--- src/boiu_pkg.sv ---
// constants for the bit-operation instruction unit
package boiu_pkg;
    localparam int INSN_W = 14;
    localparam int DATA_W = 8;
    localparam int ADDR_W = 7;
    localparam int BSEL_W = 3;
    localparam int OPC_MSB = 13;
    localparam int OPC_LSB = 10;
    localparam int BSEL_MSB = 9;
    localparam int BSEL_LSB = 7;
    localparam int ADDR_MSB = 6;
    localparam int ADDR_LSB = 0;
    localparam logic [3:0] OPC_BIT_CLEAR = 4'h4;
    localparam logic [3:0] OPC_BIT_SET = 4'h5;
    localparam logic [3:0] OPC_BIT_TEST_CLEAR = 4'h6;
    typedef enum logic [1:0] {
        BOIU_Q1,
        BOIU_Q2,
        BOIU_Q3,
        BOIU_Q4
    } boiu_phase_e;
    typedef enum logic [1:0] {
        BOIU_OP_NONE,
        BOIU_OP_CLEAR,
        BOIU_OP_SET,
        BOIU_OP_TEST
    } boiu_op_e;
endpackage

--- src/boiu_bit_op_unit.sv ---
// bit clear, bit set and bit test-skip execution over a four-phase instruction cycle
`timescale 1ns/1ps
module boiu_bit_op_unit
    import boiu_pkg::*;
#(
    parameter int DW = DATA_W,
    parameter int AW = ADDR_W
) (
    // clock and reset
    input wire logic clk_sys,
    input wire logic reset,
    // fetch stage
    input wire logic [INSN_W-1:0] insn_word,
    input wire logic insn_valid,
    // register file
    output logic [AW-1:0] reg_addr,
    output logic reg_rd_en,
    input wire logic [DW-1:0] reg_rd_data,
    output logic reg_wr_en,
    output logic [DW-1:0] reg_wr_data,
    // sequencer
    output logic [1:0] phase,
    output logic insn_done,
    output logic skip_next,
    output logic nop_cycle
);
    // phase and operand registers
    boiu_phase_e phase_q, phase_d;
    boiu_op_e op_q, op_d;
    logic [AW-1:0] addr_q, addr_d;
    logic [BSEL_W-1:0] bsel_q, bsel_d;

    // datapath registers
    logic [DW-1:0] data_q, data_d;
    logic [DW-1:0] wr_q, wr_d;
    logic wr_en_q, wr_en_d;

    // sequencer registers
    logic skip_q, skip_d;
    logic nop_q, nop_d;
    logic squash_q, squash_d;
    logic done_q, done_d;

    // decode helpers
    logic [3:0] opc;
    logic take;
    logic bit_zero;
    // operation of the offered word
    boiu_op_e op_dec;
    // value after the selected bit is forced
    logic [DW-1:0] mod_val;

    // opcode field of the offered word
    assign opc = insn_word[OPC_MSB:OPC_LSB];

    // a word is taken in phase one while it is offered
    assign take = (phase_q == BOIU_Q1) && insn_valid;

    // set when the tested bit of the value read in phase two is zero
    assign bit_zero = !data_q[bsel_q];

    // opcode decode; a squashed word decodes as no-operation
    always_comb begin
        if (squash_q) begin
            op_dec = BOIU_OP_NONE;
        end else begin
            unique case (opc)
                OPC_BIT_CLEAR: op_dec = BOIU_OP_CLEAR;
                OPC_BIT_SET: op_dec = BOIU_OP_SET;
                OPC_BIT_TEST_CLEAR: op_dec = BOIU_OP_TEST;
                default: op_dec = BOIU_OP_NONE;
            endcase
        end
    end

    // phase sequencer: q1 waits for a word, then q2, q3 and q4
    always_comb begin
        phase_d = phase_q;
        unique case (phase_q)
            BOIU_Q1: begin
                if (insn_valid) begin
                    phase_d = BOIU_Q2;
                end
            end
            BOIU_Q2: begin
                phase_d = BOIU_Q3;
            end
            BOIU_Q3: begin
                phase_d = BOIU_Q4;
            end
            BOIU_Q4: begin
                phase_d = BOIU_Q1;
            end
        endcase
    end

    // phase register
    always_ff @(posedge clk_sys) begin
        if (reset) begin
            phase_q <= BOIU_Q1;
        end else begin
            phase_q <= phase_d;
        end
    end

    // operand latch: opcode and fields held for the whole instruction
    always_comb begin
        op_d = op_q;
        addr_d = addr_q;
        bsel_d = bsel_q;
        if (take) begin
            op_d = op_dec;
            addr_d = AW'(insn_word[ADDR_MSB:ADDR_LSB]);
            bsel_d = insn_word[BSEL_MSB:BSEL_LSB];
        end
    end

    // operand registers
    always_ff @(posedge clk_sys) begin
        if (reset) begin
            op_q <= BOIU_OP_NONE;
            addr_q <= '0;
            bsel_q <= '0;
        end else begin
            op_q <= op_d;
            addr_q <= addr_d;
            bsel_q <= bsel_d;
        end
    end

    // per-bit modify: only the selected bit may change
    for (genvar gi = 0; gi < DW; gi++) begin : g_bit
        logic hit;
        assign hit = (bsel_q == BSEL_W'(gi)) && ((op_q == BOIU_OP_CLEAR) || (op_q == BOIU_OP_SET));
        // clear forces zero, set forces one
        assign mod_val[gi] = hit ? (op_q == BOIU_OP_SET) : data_q[gi];
    end

    // datapath: read in q2, modify in q3, write pulse in q4
    always_comb begin
        data_d = data_q;
        wr_d = wr_q;
        wr_en_d = 1'b0;
        if (phase_q == BOIU_Q2) begin
            data_d = reg_rd_data;
        end
        if (phase_q == BOIU_Q3) begin
            wr_d = mod_val;
            unique case (op_q)
                BOIU_OP_CLEAR: wr_en_d = 1'b1;
                BOIU_OP_SET: wr_en_d = 1'b1;
                BOIU_OP_TEST: wr_en_d = 1'b0;
                BOIU_OP_NONE: wr_en_d = 1'b0;
            endcase
        end
    end

    // datapath registers
    always_ff @(posedge clk_sys) begin
        if (reset) begin
            data_q <= '0;
            wr_q <= '0;
            wr_en_q <= 1'b0;
        end else begin
            data_q <= data_d;
            wr_q <= wr_d;
            wr_en_q <= wr_en_d;
        end
    end

    // sequencer flags: done and skip pulses, squash of the next word
    always_comb begin
        skip_d = 1'b0;
        done_d = 1'b0;
        nop_d = nop_q;
        squash_d = squash_q;
        if (take) begin
            nop_d = squash_q;
            squash_d = 1'b0;
        end
        if (phase_q == BOIU_Q4) begin
            done_d = 1'b1;
            if ((op_q == BOIU_OP_TEST) && bit_zero) begin
                skip_d = 1'b1;
                squash_d = 1'b1;
            end
        end
    end

    // sequencer registers
    always_ff @(posedge clk_sys) begin
        if (reset) begin
            skip_q <= 1'b0;
            nop_q <= 1'b0;
            squash_q <= 1'b0;
            done_q <= 1'b0;
        end else begin
            skip_q <= skip_d;
            nop_q <= nop_d;
            squash_q <= squash_d;
            done_q <= done_d;
        end
    end

    // register file side
    assign reg_addr = addr_q;
    assign reg_rd_en = (phase_q == BOIU_Q2) && (op_q != BOIU_OP_NONE);
    assign reg_wr_en = wr_en_q;
    assign reg_wr_data = wr_q;

    // sequencer side
    assign phase = phase_q;
    assign insn_done = done_q;
    assign skip_next = skip_q;
    assign nop_cycle = nop_q;
endmodule

--- config.mk ---
export PLATFORM = sky130hd
export DESIGN_NAME = boiu_bit_op_unit
export DESIGN_NICKNAME = d
export VERILOG_FILES = /design/src/boiu_pkg.sv /design/src/boiu_bit_op_unit.sv
export SDC_FILE = /design/constraint.sdc
export NUM_CORES = 1
export LEC_CHECK = 0
export ABC_CLOCK_PERIOD_IN_PS = 1800
export BUFFER_PORTS_ARGS = -buffer_cell sky130_fd_sc_hd__clkbuf_2
export CAP_MARGIN = 15
export CORE_ASPECT_RATIO = 1.25
export CORE_MARGIN = 2
export CORE_UTILIZATION = 50
export CTS_BUF_LIST = sky130_fd_sc_hd__clkbuf_16
export CTS_CLUSTER_DIAMETER = 40
export CTS_CLUSTER_SIZE = 40
export DETAILED_ROUTE_END_ITERATION = 10
export GPL_ROUTABILITY_DRIVEN = 0
export PLACE_DENSITY = 0.9
export SLEW_MARGIN = 25
export SYNTH_ARGS = -nofsm -noshare
export SYNTH_HDL_FRONTEND = slang
export SYNTH_SLANG_ARGS = --single-unit
--- constraint.sdc ---
create_clock -name clk_sys -period 1.8 [get_ports clk_sys]
set_input_delay 0.09 -clock clk_sys [delete_from_list [all_inputs] [get_ports clk_sys]]
set_output_delay 0.09 -clock clk_sys [all_outputs]
set_load 0.1 [all_outputs]
==> flow_summary_export.csv <==
group,metric,value,unit
synth,post_synth_num_cell_types,22,
sta,setup-tns-final,0,ns
global_route,grt_pass1_wl,5416,microns
pwr,power,0.003407,W
global_route,antenna_found_initial,0,
setup_path,critPathTopFamily,"adder cells",
routing,via_per_inst,5.290,
pwr,p_sw,0.001603,W
global_route,grt_overflow_total,0,
synth,yosys.area_share.xor_xnor,0.005582,
routing,wl_per_cell,13.23,microns
clock_network,clock_latency,0.28,ns
pwr,switching_share,0.4704,
sta,period_share,0.9199,
sta,hold_viol_final,0,
setup_path,worstPathArrival,1.85,ns
sta,skew,0.004374,ns
synth,synth_warnings,0,
synth,synth_top_family_by_area,"simple AND/OR/NAND/NOR gates",
setup_path,slowest_delay,0.41,ns
floorplanning,start_util,0.5278,
sta,period_minus_slack,1.656,ns
global_route,use_met2,0.3689,
floorplanning,row_count,22,
clock_network,cts_hold_buf,0,
pwr,ir_worst_vdd,0.001609,V
final_layout,final_util,0.6612,
place,port-buffer-count,46,
final_layout,final_nets,245,
clock_network,clock_tree.root_cell,"clkbuf_16",
setup_path,critPathKind,"reg -> reg",
global_route,busiest_layer,"met2",
setup_path,endpoint_kind,"flip-flop",
sta,drv_slew,0,
sta,rsz0062_at_grt,"no",
setup_path,start_kind,"flip-flop",
final_layout,drive_gt1_frac,0.2972,
synth,synth.net_count,203,
synth,avgSynthCellArea,9.229,sq um
synth,synth-compound-area-share,0.09011,
synth,async_reset_ff_frac,0,
run_status,outcome,"finished clean",
final_layout,antenna_cells,0,
sta,fin_ws,0.1442,ns
pwr,clock_power_share,0.235,
clock_network,tritoncts,"yes",
sta,worst_slew_pin_slew,0.6271,ns
routing,routed_wl,3280,microns
synth,synth_edf_count,0,
clock_network,ctsLongestPathBuffers,2,
routing,ant_nets,0,
synth,synth_fa_ha_area_frac,0.06380,
synth,synth.area.mux_share,0.1483,
synth,synth_ff_type,"dfxtp_1",
synth,ys_ff_latch,35,
floorplanning,die_h,66.63,microns
floorplanning,dieWidth,54.11,microns
synth,netlist_instances,170,
pwr,intPower,0.001804,W
clock_network,ctsResizeCount,0,
routing,drc,0,
worst_hold_path,hold_path.class,"in -> reg",
synth,synth_largest_area_cell,"dfxtp_1",
setup_path,cp_num_buf_inv,1,
floorplanning,pin_count,47,
final_layout,syn_to_final_growth,25.28,%
synth,yosys-top-cells-count,"dfxtp_1, nand2_1, mux2i_1, nor2_1",
setup_path,cp_slowest_cell,"ha_1",
floorplanning,dieArea,3605,sq um
place,placement.setup.worst_slack,0.1647,ns
sta,max_slew_margin,0.5817,
routing,first_pass_iters,4,
global_route,grt.met1_usage,0.2224,
pwr,pwr-share-seq,0.317,
global_route,grt_max_degree,19,
sta,setup_viol,0,
pwr,pwr-share-comb,0.449,
synth,yosys.area_share.simple,0.1978,
sta,fmax,0.6039,GHz
routing,num_vias,1312,
synth,ys_seq_area_frac,0.4466,
pwr,powerDensity,1733,nW/um^2
place,hpwl,2337,microns
clock_network,cts_max_level,2,
floorplanning,core-area,2973,sq um
clock_network,clk_pin_slew,0.05,ns
synth,synth_area_leaders,"dfxtp_1, mux2i_1, ha_1",
run,maxCapViolations,0,
synth,synth_most_common_cell,"dfxtp_1",
global_route,grtUsageTotal,0.2173,
clock_network,cts_buffers,5,
synth,syn-cell-area,1569,sq um
clock_network,post_cts_buffers,0,
setup_path,crit_fanout,9,
setup_path,cp.required,1.99,ns
global_route,grtUsageMet3,0.08072,
global_route,grt_pass1_vias,1266,
routing,drt_iter0_drc,19,
clock_network,cts.sinks,35,
synth,synth_top_area_share,0.4466,
setup_path,crit_chain,"inv_1 > ha_1 > nor4b_1 > mux2i_1 > a211oi_1",
pwr,p_leak,0.8534,nW
cell type report:
| class | instances | area, sq um |
|---|---|---|
| Fill cell | 245 | 1007 |
| Clock inverter | 2 | 8.758 |
| Multi-Input combinational cell | 117 | 800.8 |
| Tap cell | 36 | 45.04 |
| Timing Repair Buffer | 49 | 267.8 |
| Clock buffer | 5 | 125.1 |
| Sequential cell | 35 | 703.2 |
| Inverter | 4 | 15.01 |
cells in the final DEF, fill, tap and decap left out, types with 2 or more instances in the layout:
cell and n:
nand4_1 2, nand2_1 26, clkbuf_2 45, clkbuf_16 5, nor2_1 21, a21oi_1 13, ha_1 8, a211oi_1 9
dfxtp_2 2, and4bb_2 3, buf_4 3, inv_1 4, nand4b_1 4, mux2i_1 21, dfxtp_1 33
state kept, by name, summed over array words and instances, names as in the netlist:
| register | cells |
|---|---|
| insn_done | 1 |
| data_q | 8 |
| reg_wr_en | 1 |
| reg_wr_data | 8 |
| op_q | 2 |
| reg_addr | 7 |
| nop_cycle | 1 |
| squash_q | 1 |
| skip_next | 1 |
| phase | 2 |
| bsel_q | 3 |
routing by layer:
layer / share of wire / up-vias
li1: - / 666
met3: 0.067 / 8
met5: 0 / -
met2: 0.50 / 40
met4: 0.028 / 0
met1: 0.41 / 598
power by group through the flow:
stage	sequential [W]	clock, W	combinational, W
CTS	0.00108	0.000814	0.00154
global placement	0.00108	0	0.00151
global route	0.00110	0.000847	0.00164
detailed placement	0.00109	0	0.00154
finish	0.00108	0.000799	0.00153
floorplan	0.00180	0	0.000563
worst paths after layout:
kind	startpoint	to	slack [ns]	cells after the start
setup / recovery	op_q[0]	reg_wr_data[0]	0.14	5
hold / removal	insn_word[2]	reg_addr[2]	0.03	3
setup reg to reg	op_q[0]	reg_wr_data[0]	0.14	5
hold reg to reg	reg_addr[2]	reg_addr[2]	0.45	2
worst register-to-register path, delay by kind of cell (launching register included):
kind	cells	cell delay [ns]
multiplexers	1	0.13
adder cells (fa/ha/maj)	1	0.41
AO/OA/AOI/OAI	1	0.23
AND/OR/NAND/NOR	1	0.36
buffers and inverters	1	0.08
flip-flops	1	0.36
cells by family after synthesis:
logic type	count (synthesis)
buffers and inverters	18
XOR/XNOR	1
AND/OR/NAND/NOR	63
AO/OA/AOI/OAI	23
adder cells (fa/ha/maj)	8
multiplexers	22
flip-flops	35
metrics by stage:
| step | instance area, sq um | hold WS, ns | instances |
|---|---|---|---|
| 2_1_floorplan | 1579 | 0.2260 | 170 |
| 3_3_place_gp | 1832 | 0.3160 | 241 |
| 3_5_place_dp | 1832 | 0.3190 | 241 |
| 4_1_cts | 1966 | 0.02633 | 248 |
| 5_1_grt | 1966 | 0.03406 | 248 |
| 6_report | 1966 | 0.02918 | 248 |
No activity file was read; power rests on OpenSTA's default activity.
